`config.mk`:
```
export PLATFORM = sky130hd
export DESIGN_NAME = ttpg_top
export DESIGN_NICKNAME = d
export VERILOG_FILES = /design/src/ttpg_lfsr.v /design/src/ttpg_top.v
export VERILOG_INCLUDE_DIRS = /design/src
export SDC_FILE = /design/constraint.sdc
export NUM_CORES = 1
export LEC_CHECK = 0
export BUFFER_PORTS_ARGS = -buffer_cell sky130_fd_sc_hd__buf_4
export CORE_ASPECT_RATIO = 2
export CORE_UTILIZATION = 30
export CTS_CLUSTER_DIAMETER = 40
export CTS_CLUSTER_SIZE = 8
export DETAILED_ROUTE_END_ITERATION = 16
export HOLD_SLACK_MARGIN = 0.08
export MAX_ROUTING_LAYER = met4
export PLACE_DENSITY_LB_ADDON = 0.1
export SYNTH_ARGS = -nofsm -noshare
export SYNTH_HDL_FRONTEND = slang
export SYNTH_HIERARCHICAL = 1
export SYNTH_SLANG_ARGS = --single-unit
export TNS_END_PERCENT = 1
```
`constraint.sdc`:
```
create_clock -name clock_i -period 2.6 [get_ports clock_i]
set_input_delay 0.26 -clock clock_i [delete_from_list [all_inputs] [get_ports clock_i]]
set_output_delay 0.26 -clock clock_i [all_outputs]
set_load 0.03 [all_outputs]
```
`src/ttpg_map.vh`:
```
// constants for the transmit test pattern generator
`ifndef TTPG_MAP_VH
`define TTPG_MAP_VH
`define TTPG_MODE_HI          15
`define TTPG_MODE_LO          13
`define TTPG_MODE_NORMAL      3'h0
`define TTPG_MODE_WAVEFORM    3'h1
`define TTPG_MODE_JIT_MASTER  3'h2
`define TTPG_MODE_JIT_SLAVE   3'h3
`define TTPG_MODE_DISTORTION  3'h4
`define TTPG_SYM_ZERO         3'h0
`define TTPG_SYM_P1           3'h1
`define TTPG_SYM_P2           3'h2
`define TTPG_SYM_M1           3'h7
`define TTPG_SYM_M2           3'h6
`define TTPG_WAVE_LEN         12'h0_780
`define TTPG_WAVE_SEG0_END    12'h0_080
`define TTPG_WAVE_SEG1_END    12'h0_100
`define TTPG_WAVE_SEG2_END    12'h0_180
`define TTPG_WAVE_SEG3_END    12'h0_200
`define TTPG_WAVE_SEG4_END    12'h0_280
`define TTPG_WAVE_SEG5_END    12'h0_300
`define TTPG_WAVE_SEG6_END    12'h0_380
`define TTPG_LFSR_SEED        11'h7_FF
`define TTPG_SYMBOL_NS        8
`endif

```
`src/ttpg_lfsr.v`:
```
// distortion-test scrambler with symbol mapping
`timescale 1ns/10ps
`include "ttpg_map.vh"
module ttpg_lfsr (
   input  wire       clock_i,
   input  wire       sys_rst_i,
   input  wire       ce_i,
   input  wire       load_i,
   output wire [2:0] sym_o
);
   reg  [10:0] scr_reg;
   wire [10:0] scr_next;
   wire        sel_bit_low;
   wire        sel_bit_mid;
   wire        sel_bit_high;
   reg  [2:0]  sym_map;

   assign scr_next     = {scr_reg[9:0], scr_reg[8] ^ scr_reg[10]};
   assign sel_bit_low  = scr_reg[0];
   assign sel_bit_mid  = scr_reg[1] ^ scr_reg[4];
   assign sel_bit_high = scr_reg[2] ^ scr_reg[4];

   always @* begin
      case ({sel_bit_high, sel_bit_mid, sel_bit_low})
         3'h0: sym_map = `TTPG_SYM_ZERO;
         3'h1: sym_map = `TTPG_SYM_P1;
         3'h2: sym_map = `TTPG_SYM_P2;
         3'h3: sym_map = `TTPG_SYM_M1;
         3'h4: sym_map = `TTPG_SYM_ZERO;
         3'h5: sym_map = `TTPG_SYM_P1;
         3'h6: sym_map = `TTPG_SYM_M2;
         default: sym_map = `TTPG_SYM_M1;
      endcase
   end
   assign sym_o = sym_map;

   // nonzero seed on every entry keeps the register out of the dead state
   always @(posedge clock_i) begin
      if (sys_rst_i) begin
         scr_reg <= `TTPG_LFSR_SEED;
      end else if (ce_i) begin
         if (load_i) begin
            scr_reg <= `TTPG_LFSR_SEED;
         end else begin
            scr_reg <= scr_next;
         end
      end
   end
endmodule // ttpg_lfsr

```
`src/ttpg_top.v`:
```
// transmit test mode pattern generator, four pairs
// What this block does
// test mode comes from bits 15..13 of the gigabit control word
// decode 000 normal, 001 waveform, 010/011 jitter, 100 distortion, rest reserved
// test modes replace only the data symbols sent to transmitters
// a direct mode input allows test modes without management access
// waveform: +2,-2,-1 pulses each with 127 zeros, 128-blocks, 1024 zeros
// waveform sequence repeats with no gap
// waveform, master jitter and distortion use the local master clock
// master jitter sends +2,-2 repeatedly on every pair
// slave jitter sends +2,-2 repeatedly, timed by recovered slave clock
// distortion register is 11 bits, 1+x^9+x^11, advances once per symbol
// new bit 0 is bit 8 xor bit 10 after shift
// selectors: x0=bit0, x1=bit1^bit4, x2=bit2^bit4
// selectors map to quinary symbols per fixed table
// distortion symbol is identical on all four pairs
// symbol clock made observable with an enable control
// distortion register seeded nonzero on mode entry
// each mode starts at its first symbol; reserved codes act as normal
`timescale 1ns/10ps
`include "ttpg_map.vh"
module ttpg_top #(
   parameter SYM_W = 3
) (
   input  wire             clock_i,
   input  wire             sys_rst_i,
   input  wire             ce_i,
   input  wire [15:0]      gig_ctrl_i,
   input  wire             mgmt_present_i,
   input  wire [2:0]       alt_mode_i,
   input  wire             slave_clk_sel_i,
   input  wire             tclk_out_en_i,
   input  wire             master_tclk_i,
   input  wire             slave_tclk_i,
   input  wire [SYM_W-1:0] norm_sym_a_i,
   input  wire [SYM_W-1:0] norm_sym_b_i,
   input  wire [SYM_W-1:0] norm_sym_c_i,
   input  wire [SYM_W-1:0] norm_sym_d_i,
   output reg  [SYM_W-1:0] tx_sym_a_o,
   output reg  [SYM_W-1:0] tx_sym_b_o,
   output reg  [SYM_W-1:0] tx_sym_c_o,
   output reg  [SYM_W-1:0] tx_sym_d_o,
   output wire             use_slave_timing_o,
   output wire             test_active_o,
   output wire             tx_symbol_clock_out_o
);
   localparam ST_NORMAL = 5'b00001;
   localparam ST_WAVE   = 5'b00010;
   localparam ST_JITM   = 5'b00100;
   localparam ST_JITS   = 5'b01000;
   localparam ST_DIST   = 5'b10000;

   reg  [4:0]  state_reg;
   reg  [4:0]  state_next;
   reg  [11:0] wave_cnt_reg;
   reg         jit_ph_reg;
   wire [2:0]  mode_code;
   wire [2:0]  lfsr_sym;
   wire        mode_change;
   reg  [2:0]  wave_sym;
   reg  [2:0]  pat_sym;
   wire [11:0] wave_cnt_inc;

   // maps the 3-bit mode code to a one-hot state; reserved codes fall to normal
   function [4:0] ttpg_decode;
      input [2:0] code;
      begin
         case (code)
            `TTPG_MODE_WAVEFORM:   ttpg_decode = ST_WAVE;
            `TTPG_MODE_JIT_MASTER: ttpg_decode = ST_JITM;
            `TTPG_MODE_JIT_SLAVE:  ttpg_decode = ST_JITS;
            `TTPG_MODE_DISTORTION: ttpg_decode = ST_DIST;
            default:               ttpg_decode = ST_NORMAL;
         endcase
      end
   endfunction

   // without management access, the strap-like input picks the mode
   assign mode_code = mgmt_present_i ? gig_ctrl_i[`TTPG_MODE_HI:`TTPG_MODE_LO]
                                     : alt_mode_i;

   always @* begin
      state_next = ttpg_decode(mode_code);
   end
   assign mode_change = (state_next != state_reg);

   ttpg_lfsr u_lfsr (
      .clock_i   (clock_i),
      .sys_rst_i (sys_rst_i),
      .ce_i      (ce_i),
      .load_i    (mode_change),
      .sym_o     (lfsr_sym)
   );

   assign wave_cnt_inc = wave_cnt_reg + 12'h0_001;

   always @(posedge clock_i) begin
      if (sys_rst_i) begin
         state_reg    <= ST_NORMAL;
         wave_cnt_reg <= 12'h0_000;
         jit_ph_reg   <= 1'b0;
      end else if (ce_i) begin
         state_reg <= state_next;
         if (mode_change) begin
            wave_cnt_reg <= 12'h0_000;
            jit_ph_reg   <= 1'b0;
         end else begin
            if (wave_cnt_inc == `TTPG_WAVE_LEN) begin
               wave_cnt_reg <= 12'h0_000;
            end else begin
               wave_cnt_reg <= wave_cnt_inc;
            end
            jit_ph_reg <= ~jit_ph_reg;
         end
      end
   end

   // waveform: three lone pulses, four 128-wide blocks, then 1024 zeros
   always @* begin
      wave_sym = `TTPG_SYM_ZERO;
      if (wave_cnt_reg == 12'h0_000) begin
         wave_sym = `TTPG_SYM_P2;
      end else if (wave_cnt_reg == `TTPG_WAVE_SEG0_END) begin
         wave_sym = `TTPG_SYM_M2;
      end else if (wave_cnt_reg == `TTPG_WAVE_SEG1_END) begin
         wave_sym = `TTPG_SYM_M1;
      end else if (wave_cnt_reg >= `TTPG_WAVE_SEG2_END &&
                   wave_cnt_reg <  `TTPG_WAVE_SEG3_END) begin
         wave_sym = `TTPG_SYM_P2;
      end else if (wave_cnt_reg >= `TTPG_WAVE_SEG3_END &&
                   wave_cnt_reg <  `TTPG_WAVE_SEG4_END) begin
         wave_sym = `TTPG_SYM_M2;
      end else if (wave_cnt_reg >= `TTPG_WAVE_SEG4_END &&
                   wave_cnt_reg <  `TTPG_WAVE_SEG5_END) begin
         wave_sym = `TTPG_SYM_P2;
      end else if (wave_cnt_reg >= `TTPG_WAVE_SEG5_END &&
                   wave_cnt_reg <  `TTPG_WAVE_SEG6_END) begin
         wave_sym = `TTPG_SYM_M2;
      end
   end

   always @* begin
      case (state_reg)
         ST_WAVE: pat_sym = wave_sym;
         ST_JITM: pat_sym = jit_ph_reg ? `TTPG_SYM_M2 : `TTPG_SYM_P2;
         ST_JITS: pat_sym = jit_ph_reg ? `TTPG_SYM_M2 : `TTPG_SYM_P2;
         default: pat_sym = lfsr_sym;
      endcase
   end

   // only the symbol values are swapped; timing path to the drivers is untouched
   always @(posedge clock_i) begin
      if (sys_rst_i) begin
         tx_sym_a_o <= {SYM_W{1'b0}};
         tx_sym_b_o <= {SYM_W{1'b0}};
         tx_sym_c_o <= {SYM_W{1'b0}};
         tx_sym_d_o <= {SYM_W{1'b0}};
      end else if (ce_i) begin
         if (state_reg == ST_NORMAL || mode_change) begin
            tx_sym_a_o <= norm_sym_a_i;
            tx_sym_b_o <= norm_sym_b_i;
            tx_sym_c_o <= norm_sym_c_i;
            tx_sym_d_o <= norm_sym_d_i;
         end else begin
            tx_sym_a_o <= pat_sym;
            tx_sym_b_o <= pat_sym;
            tx_sym_c_o <= pat_sym;
            tx_sym_d_o <= pat_sym;
         end
      end
   end

   // slave timing forced for the slave jitter test; other test modes run on local reference, normal follows slave_clk_sel_i
   assign use_slave_timing_o = (state_reg == ST_JITS) ? 1'b1 :
                               (state_reg == ST_NORMAL) ? slave_clk_sel_i :
                               1'b0;
   assign test_active_o      = (state_reg != ST_NORMAL);
   // gated copy of the symbol clock; enable must change while clocks are quiet
   assign tx_symbol_clock_out_o = tclk_out_en_i &
                                  (use_slave_timing_o ? slave_tclk_i : master_tclk_i);
endmodule // ttpg_top

```
---- Yosys cells after proc, flatten, opt, wreduce, memory -nomap -nowiden ----
Cells that the tools add are included.
W data, S select, Z words.
storage, ports and cells
  input port bits ......................... 39
  output and inout bits ................... 15
  bits in registers ....................... 41
  word-level logic and storage cells ...... 73
cells by class
  add/sub/neg operators ................... 1
  muxes and demuxes ....................... 23
  reduce and logical (&&, ||, !) cells .... 10
  bitwise operators ....................... 5
  eq/ne operators ......................... 18
  magnitude comparators ................... 8
operator list
  operator                 number
  $lt A12 B10 Y1 const B   4
  $mux W3                  13
  $ge A12 B10 Y1 const B   3
  $mux W12                 2
  $pmux W5 S4              1
  $add A12 B1 Y12 const B  1
  $eq A12 B11 Y1 const B   1
  $eq A12 B8 Y1 const B    1
  $eq A12 B9 Y1 const B    1
  $eq A3 B3 Y1 const B     4
  $ge A12 B9 Y1 const B    1
  $logic_not A12 Y1        1
  $pmux W3 S4              1
  $mux W11                 1
  $eq A3 B2 Y1 const B     3
  $eq A3 B1 Y1 const B     2
  $pmux W3 S2              1
  $reduce_or A2 Y1         3
  $eq A5 B1 Y1 const B     1
  $eq A5 B2 Y1 const B     1
  $eq A5 B3 Y1 const B     1
  $eq A5 B4 Y1 const B     1
  $ne A5 B1 Y1 const B     1
  $ne A5 B5 Y1             1
  other kinds (7)          15

---- Longest topological paths before layout ----
Gate-level depths: netlist of the first run.
  word-level depth ........................ 11
  gate-level depth with buffers ........... 9

---- Modules after synthesis ----
The synthesis of the first run kept the hierarchy.
modules (own cells, without submodules)
  module     cells each  sequential area each (µm²)  times used  area an instance (µm²)
  ttpg_top   230         600.6                       1           1871.8
  ttpg_lfsr  53          220.2                       1           481.7

---- Worst setup path after synthesis of the first run ----
OpenSTA, ideal clock, no wires.
  path type ............................... register to register
  start point ............................. register wave_cnt_reg[5]
  end point ............................... register tx_sym_a_o[2]
  stages on the path, launching flop included .. 8
  arrival time ............................ 2.229 ns
  buffers on the path ..................... 1
  library setup time ...................... 0.060 ns
  setup slack ............................. 0.312 ns
  cell sequence ........................... dfxtp_1 -> buf_6 -> or4_4 -> or4_4 -> o21a_1 -> o32a_1 -> nor3_4 -> a221o_1
between the ends
  longest elaborated chain between the ends .. 11
  elaborated cells between the ends (all ways) .. 24
  classes of those cells .................. order compare: 8; eq/ne: 2; mux: 9; reduce/logical: 5
RTL lines
  element                                                            RTL line        source
  from (decl)                                                        ttpg_top.v:55   reg [11:0] wave_cnt_reg;
  from (signal assigned)                                             ttpg_top.v:111  wave_cnt_reg <= wave_cnt_inc;
  $ge A12 B10 Y1 (no source line) or $lt A12 B10 Y1 (tied branches)  -
  $logic_and A1 B1 Y1 (no source line)                               -
  $mux W3                                                            ttpg_top.v:136  end else if (wave_cnt_reg >= `TTPG_WAVE_SEG5_END &&
  $mux W3                                                            ttpg_top.v:133  end else if (wave_cnt_reg >= `TTPG_WAVE_SEG4_END &&
  $mux W3                                                            ttpg_top.v:130  end else if (wave_cnt_reg >= `TTPG_WAVE_SEG3_END &&
  $mux W3                                                            ttpg_top.v:127  end else if (wave_cnt_reg >= `TTPG_WAVE_SEG2_END &&
  $mux W3                                                            ttpg_top.v:125  end else if (wave_cnt_reg == `TTPG_WAVE_SEG1_END) begin
  $mux W3                                                            ttpg_top.v:123  end else if (wave_cnt_reg == `TTPG_WAVE_SEG0_END) begin
  $mux W3 *                                                          ttpg_top.v:121  if (wave_cnt_reg == 12'h0_000) begin
  $pmux W3 S2 *                                                      ttpg_top.v:143  case (state_reg)
  $mux W3 *                                                          ttpg_top.v:159  if (state_reg == ST_NORMAL || mode_change) begin
  to (signal assigned)                                               ttpg_top.v:154  tx_sym_a_o <= {SYM_W{1'b0}};
  to (signal assigned)                                               ttpg_top.v:160  tx_sym_a_o <= norm_sym_a_i;
  to (signal assigned)                                               ttpg_top.v:165  tx_sym_a_o <= pat_sym;
  to (decl)                                                          ttpg_top.v:39   output reg [SYM_W-1:0] tx_sym_a_o,
Mark *: on every way between the ends. The rest lies on a longest branch, timed or not.
A chain may end at the register's enable or synchronous reset.

---- Worst setup path in the final report of the first run ----
  start point ............................. register wave_cnt_reg[3]
  end point ............................... register tx_sym_d_o[2]
between the ends
  longest elaborated chain between the ends .. 11
  elaborated cells between the ends (all ways) .. 24
  classes of those cells .................. order compare: 8; eq/ne: 2; mux: 9; reduce/logical: 5
RTL lines
  element                                                            RTL line        source
  $ge A12 B10 Y1 (no source line) or $lt A12 B10 Y1 (tied branches)  -
  $logic_and A1 B1 Y1 (no source line)                               -
  $mux W3                                                            ttpg_top.v:136
  $mux W3                                                            ttpg_top.v:133
  $mux W3                                                            ttpg_top.v:130
  $mux W3                                                            ttpg_top.v:127
  $mux W3                                                            ttpg_top.v:125
  $mux W3                                                            ttpg_top.v:123
  $mux W3 *                                                          ttpg_top.v:121
  $pmux W3 S2 *                                                      ttpg_top.v:143
  $mux W3 *                                                          ttpg_top.v:159
  to (signal assigned)                                               ttpg_top.v:157  tx_sym_d_o <= {SYM_W{1'b0}};
  to (signal assigned)                                               ttpg_top.v:163  tx_sym_d_o <= norm_sym_d_i;
  to (signal assigned)                                               ttpg_top.v:168  tx_sym_d_o <= pat_sym;
  to (decl)                                                          ttpg_top.v:42   output reg [SYM_W-1:0] tx_sym_d_o,
Marks and branches as above.

==> summary.json, run 1 <==
{
  "maxCapViolations": 0,
  "cts.htree.levels": 2,
  "async_set_reset_flop_share_out_of_synthesis": 0,
  "finalWirelength_um": 6350,
  "rows": 45,
  "largest_register_ffs": 12,
  "worst_slew_pin_slew_ns": 0.975,
  "number_of_synthesized_flops_with_an_enable_pin": 0,
  "netlist.area_leader.share": 0.349,
  "cts.reportedPaths.clkPinSlew_ns": 0.06,
  "count_of_cells_along_the_worst_register_to_register_path": 6,
  "number_of_hold_buffers_added_after_cts": 0,
  "worstPathArrival_ns": 2.65,
  "detailed_route_wire_length_per_cell_um": 15.4,
  "power.leakage_nw": 1.08,
  "drt.antenna.violating_nets": 0,
  "setup_tns_ns": 0,
  "worstPathMaxFanout": 4,
  "area_growth_syn_to_layout_pct": 23.7,
  "chip_width_um": 64.6,
  "timing.final.hold_violations": 0,
  "worst_r2r_endpoint": "tx_sym_d_o[2]",
  "p_clk_frac": 0.439,
  "detail_route.drc_violations": 0,
  "type_of_the_worst_min_delay_path": "input pin to register",
  "grt_overflow": 0,
  "drt_first_pass_iters": 4,
  "synth.distinct_cells": 55,
  "netsw_w": 0.000446,
  "drt_iter0_drc": 120,
  "finalWeightedCongestion": 0.778,
  "cell_type_with_the_largest_total_area_after_synthesis": "dfxtp_1",
  "synthesis.instances": 283,
  "ioPinCount": 54,
  "floorplan.initialDensity": 0.310,
  "drive_above_1_share": 0.204,
  "place_hpwl_um": 4470,
  "insertion_delay_ns": 0.29,
  "final-setup-viol-count": 0,
  "clock-sinks": 41,
  "track_usage": 0.174,
  "cts_buffers": 5,
  "fp.dieArea_um2": 8220,
  "die_h_um": 127,
  "post_cts_buffers": 0,
  "cts_tree": "built",
  "route.detailed.vias_per_inst": 5.48,
  "final_net_count": 358,
  "hold_end": "tx_sym_b_o[1]",
  "ir_worst_vdd_v": 0.000390,
  "fin_worst_skew_ns": 0.00468,
  "finalHoldWorstSlack_ns": 0.186,
  "final_clock_period_utilization_by_the_worst_path": 0.928,
  "route.vias.total": 2257,
  "grt_antenna_before_repair": 0,
  "coreArea_um2": 7600,
  "grt_first_pass_wirelength_um": 10700,
  "setup.worst_path.class": "register to register",
  "power_density_nw_per_um2": 570,
  "root_buf_cell": "clkbuf_16",
  "timing.critical_path.to_type": "register",
  "cell_depth_of_the_worst_min_delay_path": 2,
  "timing.critical_path.from_type": "register",
  "grt_start_max_net_pins": 33,
  "syn_avg_cell_area_um2": 8.32,
  "synth.yosys.seq_area_share": 0.349,
  "rrSetupSlack_ns": 0.19,
  "postCtsResizedCells": 0,
  "worstReg2RegStart": "wave_cnt_reg[3]",
  "post_synthesis_register_bit_count": 41,
  "swShare": 0.269,
  "p_seq_frac": 0.404,
  "result_of_the_run": "completed",
  "synthFlopType": "dfxtp_1",
  "antenna_cells": 0,
  "synth_warnings": 6,
  "synth_nets": 324,
  "power_frac_comb": 0.157,
  "min_from": "norm_sym_b_i[1]",
  "worst-endpoint-required_ns": 2.84,
  "max_clock_freq_mhz": 415,
  "filler_cell_count": 813,
  "clock_path_buffers": 2,
  "final_count_of_pins_violating_max_slew": 0,
  "fin_crit_ns": 2.41,
  "internal_power_w": 0.00121,
  "relSlewSlack": 0.350,
  "setup_repair_after_global_routing_missed_its_margin": "no",
  "io_buffers": 40,
  "netlist_top_cells_area": "dfxtp_1 35%, a221o_1 5.1%, nor2_1 4.1%, nor3b_1 4.1%, a21oi_1 4.0%",
  "mappedNetlistArea_um2": 2350,
  "first_global_vias": 2201
}
==> per-layer routing <==
layer / global-route usage / share of wire
met1: 0.185 / 0.40
met5: - / 0
met4: 0.0667 / 0.020
met3: 0.0268 / 0.020
met2: 0.313 / 0.56
==> area by class of cell <==
class,count,area [µm²],share of cell area
Clock buffer,5,125,0.0430
Clock inverter,3,46.3,0.0159
Inverter,14,52.6,0.0180
Multi-Input combinational cell,207,1390,0.477
Sequential cell,41,821,0.282
Tap cell,94,118,0.0404
Timing Repair Buffer,48,360,0.124
==> power groups by stage <==
stage / Sequential, W / Clock [W] / Combinational, W
2_1_floorplan: 0.000706 / 0 / 0.000137
3_3_place_gp: 0.000684 / 0 / 0.000261
3_5_place_dp: 0.000683 / 0 / 0.000263
4_1_cts: 0.000670 / 0.000752 / 0.000264
5_1_grt: 0.000673 / 0.000780 / 0.000285
6_report: 0.000670 / 0.000728 / 0.000260
==> worst max-delay path, cell delays in order (launching register included) <==
cell and delay [ns]:
dfxtp_1 0.32, or4_4 0.53, or4_4 0.53, o21a_1 0.19
o32a_1 0.37, nor3_4 0.26, a221o_1 0.15
==> synth_stat cells, types with 2 or more instances <==
| master | count |
|---|---|
| nor4_1 | 6 |
| nor3b_1 | 13 |
| o21bai_1 | 10 |
| clkbuf_1 | 14 |
| ha_1 | 2 |
| xor2_1 | 2 |
| buf_2 | 4 |
| and2_1 | 2 |
| a31oi_1 | 6 |
| nand2b_1 | 3 |
| o21ai_0 | 6 |
| nor2_1 | 26 |
| inv_1 | 12 |
| a211o_1 | 2 |
| nand2_1 | 15 |
| nand4_1 | 6 |
| a32oi_1 | 2 |
| buf_1 | 2 |
| mux2i_1 | 5 |
| a221o_1 | 12 |
| a21oi_1 | 19 |
| or3_1 | 4 |
| o211ai_1 | 3 |
| a2111oi_0 | 2 |
| or4_1 | 3 |
| nand4b_1 | 4 |
| nand3_1 | 12 |
| or4_4 | 2 |
| xnor2_1 | 3 |
| o21a_1 | 4 |
| nor3_1 | 10 |
| a211oi_1 | 3 |
| nand3b_1 | 2 |
| dfxtp_1 | 41 |
==> placed cells by master, fill, tap and decap left out, types with 4 or more instances in the layout <==
cell type / count
or3_1: 4
dfxtp_1: 41
nand2_1: 15
nand4_1: 6
buf_4: 48
nand3_1: 12
clkbuf_16: 5
nor2_1: 26
nor3b_1: 13
o21bai_1: 10
nor3_1: 10
nand4b_1: 4
o21a_1: 4
inv_1: 12
mux2i_1: 5
a221o_1: 12
a31oi_1: 6
nor4_1: 6
a21oi_1: 19
o21ai_0: 6
==> cell families after synthesis <==
group	share of synthesized area
xor+xnor	0.0186
flops	0.349
compound gates	0.257
buf+inv	0.0611
simple gates	0.273
fa+ha+maj	0.0106
mux	0.0308
==> how the worst max path moves through the flow <==
stage / from / end / slack [ns] / cells after the start
5_1_grt: wave_cnt_reg[3] / tx_sym_c_o[0] / 0.04 / 6
3_5_place_dp: mgmt_present_i / tx_sym_c_o[1] / -0.01 / 7
4_1_cts: wave_cnt_reg[3] / tx_sym_b_o[2] / 0.17 / 6
6_report: wave_cnt_reg[3] / tx_sym_d_o[2] / 0.19 / 6
3_3_place_gp: mgmt_present_i / tx_sym_b_o[2] / 0.02 / 7
2_1_floorplan: wave_cnt_reg[5] / tx_sym_a_o[2] / 0.31 / 7
==> metrics by stage <==
step	total power [W]	area [µm²]	instances	util	setup WS (ns)
5_1_grt	0.00174	2910	412	0.383	0.0379
6_report	0.00166	2910	412	0.383	0.188
2_1_floorplan	0.000843	2350	283	-	0.312
3_3_place_gp	0.000945	2740	404	0.360	0.0171
3_5_place_dp	0.000947	2740	404	0.360	-0.0109
4_1_cts	0.00169	2910	412	0.383	0.174
Note: power is estimated with default switching activity, not from simulation.
==> run 2, diff against run 1 <==
CELL_PAD_IN_SITES_DETAIL_PLACEMENT = 2   (was unset)
CELL_PAD_IN_SITES_GLOBAL_PLACEMENT = 2   (was unset)
MAX_ROUTING_LAYER = unset   (was met4)
==> run 2 against run 1 <==
Against the previous run: maximum frequency is 1.6% lower; register-to-register slack worse by 0.04 ns; hold slack better by 0.0079 ns; die area stayed put; utilization hardly changed; routed wire length is 14% higher; first-iteration DRC count is 43% lower; power is 0.40% lower; via count is 2.3% higher; sequential share of layout area hardly changed; count of clock-buffer cells in the layout is 1 higher; highest routed layer unchanged.
==> summary.json, run 2 (synthesis results as in run 1) <==
{
  "fp.dieArea": {"value": 8220, "unit": "µm²", "change": "unchanged"},
  "place.detailed.instances": {"value": 405, "change": "was 404"},
  "largest_register_ffs": {"value": 12, "change": "unchanged"},
  "place_hpwl": {"value": 5300, "unit": "µm", "change": "was 4470 µm"},
  "layout_commonest_cell": {"value": "buf_4", "change": "unchanged"},
  "cts_buffers": {"value": 5, "change": "unchanged"},
  "timing.critical_path.from_type": {"value": "register", "change": "unchanged"},
  "setup.worst_path.class": {"value": "register to register", "change": "unchanged"},
  "floorplan.initialDensity": {"value": 0.310, "change": "unchanged"},
  "drt_iter0_drc": {"value": 68, "change": "was 120"},
  "cts.htree.levels": {"value": 2, "change": "unchanged"},
  "area_growth_syn_to_layout": {"value": 23.9, "unit": "%", "change": "was 23.7%"},
  "drt_first_pass_iters": {"value": 4, "change": "unchanged"},
  "final_net_count": {"value": 359, "change": "was 358"},
  "fin_worst_skew": {"value": 0.00511, "unit": "ns", "change": "was 0.00468 ns"},
  "drive_above_1_share": {"value": 0.204, "change": "about the same"},
  "layout_common_cells": {"value": "49 x buf_4, 41 x dfxtp_1, 26 x nor2_1, 19 x a21oi_1, 15 x nand2_1", "change": "was 48 x buf_4, 41 x dfxtp_1, 26 x nor2_1, 19 x a21oi_1, 15 x nand2_1"},
  "route.vias.total": {"value": 2309, "change": "was 2,257"},
  "cts_tree": {"value": "built", "change": "unchanged"},
  "clock_path_buffers": {"value": 2, "change": "unchanged"},
  "result_of_the_run": {"value": "completed", "change": "unchanged"},
  "timing.final.hold_violations": {"value": 0, "change": "unchanged"},
  "p_seq_frac": {"value": 0.406, "change": "was 0.404"},
  "number_of_hold_buffers_added_after_cts": {"value": 0, "change": "unchanged"},
  "setup_repair_after_global_routing_missed_its_margin": {"value": "no", "change": "unchanged"},
  "post_cts_buffers": {"value": 0, "change": "unchanged"},
  "smallest_setup_slack_after_layout": {"value": 0.149, "unit": "ns", "change": "was 0.188 ns"},
  "final-setup-viol-count": {"value": 0, "change": "unchanged"},
  "worstPathArrival": {"value": 2.68, "unit": "ns", "change": "was 2.65 ns"},
  "track_usage": {"value": 0.185, "change": "was 0.174"},
  "rows": {"value": 45, "change": "unchanged"},
  "worst-endpoint-required": {"value": 2.83, "unit": "ns", "change": "was 2.84 ns"},
  "timing.critical_path.to_type": {"value": "register", "change": "unchanged"},
  "final_core_util": {"value": 0.384, "change": "was 0.383"},
  "max_clock_freq": {"value": 408, "unit": "MHz", "change": "was 415 MHz"},
  "io_buffers": {"value": 40, "change": "unchanged"},
  "ir_worst_vdd": {"value": 0.000365, "unit": "V", "change": "was 0.000390 V"},
  "swShare": {"value": 0.265, "change": "was 0.269"},
  "worst_slew_pin_slew": {"value": 0.953, "unit": "ns", "change": "was 0.975 ns"},
  "grt_first_pass_wirelength": {"value": 12000, "unit": "µm", "change": "was 10,700 µm"},
  "first_global_vias": {"value": 2448, "change": "was 2,201"},
  "coreArea": {"value": 7600, "unit": "µm²", "change": "unchanged"},
  "setup_tns": {"value": 0, "unit": "ns", "change": "unchanged"},
  "finalWeightedCongestion": {"value": 0.726, "change": "was 0.778"},
  "route.detailed.vias_per_inst": {"value": 5.59, "change": "was 5.48"},
  "relSlewSlack": {"value": 0.365, "change": "was 0.350"},
  "grt_antenna_before_repair": {"value": 0, "change": "unchanged"},
  "final_count_of_pins_violating_max_slew": {"value": 0, "change": "unchanged"},
  "power.leakage": {"value": 1.09, "unit": "nW", "change": "was 1.08 nW"},
  "pre_cts_slack": {"value": -0.0818, "unit": "ns", "change": "was -0.0109 ns"},
  "grt_start_max_net_pins": {"value": 33, "change": "unchanged"},
  "maxCapViolations": {"value": 0, "change": "unchanged"},
  "grt_overflow": {"value": 0, "change": "unchanged"},
  "ioPinCount": {"value": 54, "change": "unchanged"},
  "insertion_delay": {"value": 0.29, "unit": "ns", "change": "about the same"},
  "root_buf_cell": {"value": "clkbuf_16", "change": "unchanged"},
  "power_frac_comb": {"value": 0.160, "change": "was 0.157"},
  "p_clk_frac": {"value": 0.435, "change": "was 0.439"},
  "finalWirelength": {"value": 7260, "unit": "µm", "change": "was 6350 µm"},
  "antenna_cells": {"value": 0, "change": "unchanged"},
  "type_of_the_worst_min_delay_path": {"value": "input pin to register", "change": "unchanged"},
  "postCtsResizedCells": {"value": 0, "change": "unchanged"},
  "chip_width": {"value": 64.6, "unit": "µm", "change": "unchanged"},
  "worstPathMaxFanout": {"value": 4, "change": "unchanged"},
  "detailed_route_wire_length_per_cell": {"value": 17.6, "unit": "µm", "change": "was 15.4 µm"},
  "fin_crit": {"value": 2.45, "unit": "ns", "change": "was 2.41 ns"},
  "power_density": {"value": 567, "unit": "nW/µm²", "change": "was 570 nW/µm²"},
  "netsw": {"value": 0.000438, "unit": "W", "change": "was 0.000446 W"},
  "detail_route.drc_violations": {"value": 0, "change": "unchanged"},
  "cts.reportedPaths.clkPinSlew": {"value": 0.06, "unit": "ns", "change": "about the same"},
  "drt.antenna.violating_nets": {"value": 0, "change": "unchanged"},
  "final_cell_count_no_fill": {"value": 413, "change": "was 412"},
  "final_clock_period_utilization_by_the_worst_path": {"value": 0.943, "change": "was 0.928"},
  "die_h": {"value": 127, "unit": "µm", "change": "unchanged"},
  "internal_power": {"value": 0.00121, "unit": "W", "change": "about the same"},
  "clock-sinks": {"value": 41, "change": "unchanged"}
}
==> run 2: cell type report <==
class / instances / area [µm²]
Multi-Input combinational cell: 207 / 1390
Fill cell: 899 / 4690
Sequential cell: 41 / 821
Timing Repair Buffer: 49 / 368
Clock buffer: 6 / 129
Inverter: 14 / 52.6
Clock inverter: 2 / 38.8
Tap cell: 94 / 118
==> run 2: worst paths after layout <==
kind / from / endpoint / slack [ns] / cells after the start
max: wave_cnt_reg[3] / tx_sym_a_o[0] / 0.15 / 6
max reg2reg: wave_cnt_reg[3] / tx_sym_a_o[0] / 0.15 / 6
min reg2reg: jit_ph_reg / jit_ph_reg / 0.49 / 2
min: norm_sym_b_i[1] / tx_sym_b_o[1] / 0.19 / 2
==> run 2: per-layer routing <==
metal,global-route usage,share of wire,routed length (µm),up-vias
li1,-,-,-,1124
met1,0.210,0.42,3010,1156
met2,0.343,0.55,4020,21
met3,0.0241,0.016,113,8
met4,0.0627,0.014,102,0
met5,0,0,0,-
==> run 2: worst max-delay path, stage by stage, from the launching register on <==
cell and delay [ns]:
dfxtp_1 0.31, or4_4 0.54, or4_4 0.52, nor4_1 0.21, a21oi_1 0.07, nor3_1 0.52, a221o_1 0.21
==> run 2: stage by stage <==
stage          hold WS, ns  total power (W)  cell area [µm²]
6_report             0.193          0.00165             2920
5_1_grt              0.196          0.00172             2920
4_1_cts              0.190          0.00168             2920
3_5_place_dp         0.475         0.000952             2750
3_3_place_gp         0.463         0.000947             2750
2_1_floorplan        0.400         0.000843             2350
==> run 2: power groups by stage <==
stage                     sequential, W  combinational (W)  clock [W]
final                          0.000670           0.000264   0.000718
after global routing           0.000673           0.000287   0.000758
after CTS                      0.000670           0.000269   0.000737
after detailed placement       0.000684           0.000268          0
after global placement         0.000684           0.000264          0
after floorplan                0.000706           0.000137          0
==> run 3, diff against run 2 <==
==> constraint.sdc (replaced) <==
create_clock -name clock_i -period 2.6 [get_ports clock_i]
set_input_delay 0.39 -clock clock_i [delete_from_list [all_inputs] [get_ports clock_i]]
set_output_delay 0.39 -clock clock_i [all_outputs]
set_load 0.03 [all_outputs]
==> run 3 against run 2 <==
Against the previous run: critical path depth did not move; via count increased by 1.1%; global-route usage rose by 0.88 points; count of clock-buffer cells in the layout stayed put; maximum frequency decreased by 0.45%; critical path type unchanged; critical endpoint is now tx_sym_d_o[0]; largest power group unchanged.
==> summary.json, run 3 (synthesis results as in run 1) <==
{
  "number_of_hold_buffers_added_after_cts": {"value": 0, "change": "unchanged"},
  "rows": {"value": 45, "change": "unchanged"},
  "final_clock_period_utilization_by_the_worst_path": {"value": 0.947, "change": "was 0.943"},
  "root_buf_cell": {"value": "clkbuf_16", "change": "unchanged"},
  "worstPathMaxFanout": {"value": 4, "change": "unchanged"},
  "drt.antenna.violating_nets": {"value": 0, "change": "unchanged"},
  "cts.htree.levels": {"value": 2, "change": "unchanged"},
  "floorplan.initialDensity": {"value": 0.310, "change": "unchanged"},
  "layout_commonest_cell": {"value": "buf_4", "change": "unchanged"},
  "coreArea": {"value": 7600, "unit": "µm²", "change": "unchanged"},
  "setup.worst_path.class": {"value": "register to register", "change": "unchanged"},
  "route.detailed.vias_per_inst": {"value": 5.59, "change": "about the same"},
  "worst-endpoint-required": {"value": 2.83, "unit": "ns", "change": "about the same"},
  "route.vias.total": {"value": 2335, "change": "was 2,309"},
  "finalWeightedCongestion": {"value": 0.711, "change": "was 0.726"},
  "detailed_route_wire_length_per_cell": {"value": 17.6, "unit": "µm", "change": "about the same"},
  "area_growth_syn_to_layout": {"value": 25.5, "unit": "%", "change": "was 23.9%"},
  "ioPinCount": {"value": 54, "change": "unchanged"},
  "insertion_delay": {"value": 0.29, "unit": "ns", "change": "about the same"},
  "timing.critical_path.to_type": {"value": "register", "change": "unchanged"},
  "fin_crit": {"value": 2.46, "unit": "ns", "change": "was 2.45 ns"},
  "grt_start_max_net_pins": {"value": 33, "change": "unchanged"},
  "result_of_the_run": {"value": "completed", "change": "unchanged"},
  "power.leakage": {"value": 1.11, "unit": "nW", "change": "was 1.09 nW"},
  "track_usage": {"value": 0.194, "change": "was 0.185"},
  "detail_route.drc_violations": {"value": 0, "change": "unchanged"},
  "type_of_the_worst_min_delay_path": {"value": "input pin to register", "change": "unchanged"},
  "layout_common_cells": {"value": "54 x buf_4, 41 x dfxtp_1, 26 x nor2_1, 19 x a21oi_1, 15 x nand2_1", "change": "was 49 x buf_4, 41 x dfxtp_1, 26 x nor2_1, 19 x a21oi_1, 15 x nand2_1"},
  "drt_iter0_drc": {"value": 96, "change": "was 68"},
  "final_count_of_pins_violating_max_slew": {"value": 0, "change": "unchanged"},
  "place_hpwl": {"value": 5250, "unit": "µm", "change": "was 5300 µm"},
  "setup_repair_after_global_routing_missed_its_margin": {"value": "no", "change": "unchanged"},
  "post_cts_buffers": {"value": 0, "change": "unchanged"},
  "grt_antenna_before_repair": {"value": 0, "change": "unchanged"},
  "chip_width": {"value": 64.6, "unit": "µm", "change": "unchanged"},
  "smallest_setup_slack_after_layout": {"value": 0.138, "unit": "ns", "change": "was 0.149 ns"},
  "grt_overflow": {"value": 0, "change": "unchanged"},
  "clock-sinks": {"value": 41, "change": "unchanged"},
  "die_h": {"value": 127, "unit": "µm", "change": "unchanged"},
  "ir_worst_vdd": {"value": 0.000341, "unit": "V", "change": "was 0.000365 V"},
  "relSlewSlack": {"value": 0.383, "change": "was 0.365"},
  "worst_slew_pin_slew": {"value": 0.926, "unit": "ns", "change": "was 0.953 ns"},
  "finalWirelength": {"value": 7370, "unit": "µm", "change": "was 7260 µm"},
  "timing.critical_path.from_type": {"value": "register", "change": "unchanged"},
  "rrSetupSlack": {"value": 0.14, "unit": "ns", "change": "was 0.15 ns"},
  "cts_tree": {"value": "built", "change": "unchanged"},
  "largest_register_ffs": {"value": 12, "change": "unchanged"},
  "final-setup-viol-count": {"value": 0, "change": "unchanged"},
  "first_global_vias": {"value": 2499, "change": "was 2,448"},
  "postCtsResizedCells": {"value": 0, "change": "unchanged"},
  "io_buffers": {"value": 40, "change": "unchanged"},
  "cts_buffers": {"value": 5, "change": "unchanged"},
  "drt_first_pass_iters": {"value": 4, "change": "unchanged"},
  "power_density": {"value": 563, "unit": "nW/µm²", "change": "was 567 nW/µm²"},
  "timing.final.hold_violations": {"value": 0, "change": "unchanged"},
  "final_net_count": {"value": 364, "change": "was 359"},
  "final_core_util": {"value": 0.388, "change": "was 0.384"},
  "worstPathArrival": {"value": 2.69, "unit": "ns", "change": "was 2.68 ns"},
  "pre_cts_slack": {"value": -0.113, "unit": "ns", "change": "was -0.0818 ns"},
  "grt_first_pass_wirelength": {"value": 12300, "unit": "µm", "change": "was 12,000 µm"},
  "antenna_cells": {"value": 0, "change": "unchanged"},
  "max_clock_freq": {"value": 406, "unit": "MHz", "change": "was 408 MHz"},
  "maxCapViolations": {"value": 0, "change": "unchanged"},
  "fp.dieArea": {"value": 8220, "unit": "µm²", "change": "unchanged"},
  "clock_path_buffers": {"value": 2, "change": "unchanged"},
  "cts.reportedPaths.clkPinSlew": {"value": 0.06, "unit": "ns", "change": "about the same"},
  "drive_above_1_share": {"value": 0.216, "change": "was 0.204"},
  "fin_worst_skew": {"value": 0.00377, "unit": "ns", "change": "was 0.00511 ns"}
}
==> run 3: changes by cell type in the layout (fill, tap and decap cells not counted), sizes merged <==
| cell | delta |
|---|---|
| buf | +5 |
==> run 3: per-stage QoR <==
stage	std cells	instance area [µm²]	hold slack, ns	power [W]	setup TNS [ns]
4_1_cts	418	2950	0.318	0.00169	0
6_report	418	2950	0.324	0.00166	0
3_5_place_dp	410	2790	0.477	0.000957	-1.24
2_1_floorplan	283	2350	0.450	0.000843	0
5_1_grt	418	2950	0.324	0.00173	0
3_3_place_gp	410	2790	0.463	0.000952	-1.36
==> run 3: final cells by class <==
cell class	instances	area, µm²
clock buffer	6	129
clock inverter	2	38.8
fill	890	4650
inverter	14	52.6
multi-input combinational	207	1390
sequential	41	821
tap	94	118
timing repair buffer	54	405
==> run 3: where the power goes <==
| group | internal (W) | switching, W |
|---|---|---|
| clock network | 0.000455 | 0.000267 |
| logic | 0.000112 | 0.000157 |
| registers | 0.000650 | 0.0000209 |
==> run 3: worst max-delay path: stages (launching register included) <==
cell and delay [ns]:
dfxtp_1 0.32, or4_4 0.55, or4_4 0.53, nor4_1 0.28
a21oi_1 0.08, nor3_1 0.45, a221o_1 0.19
==> run 3: per-layer routing <==
| metal | vias to the layer above | routed length (µm) | GRT usage |
|---|---|---|---|
| met3 | 6 | 84 | 0.0277 |
| li1 | 1136 | - | - |
| met2 | 16 | 4320 | 0.380 |
| met4 | 0 | 107 | 0.0627 |
| met5 | - | 0 | 0 |
| met1 | 1177 | 2860 | 0.202 |
==> run 3: worst paths after layout <==
kind	endpoint	startpoint	cells after the start
setup / recovery	tx_sym_d_o[0]	wave_cnt_reg[3]	6
hold / removal	tx_sym_c_o[1]	norm_sym_c_i[1]	2
setup reg to reg	tx_sym_d_o[0]	wave_cnt_reg[3]	6
hold reg to reg	jit_ph_reg	jit_ph_reg	2
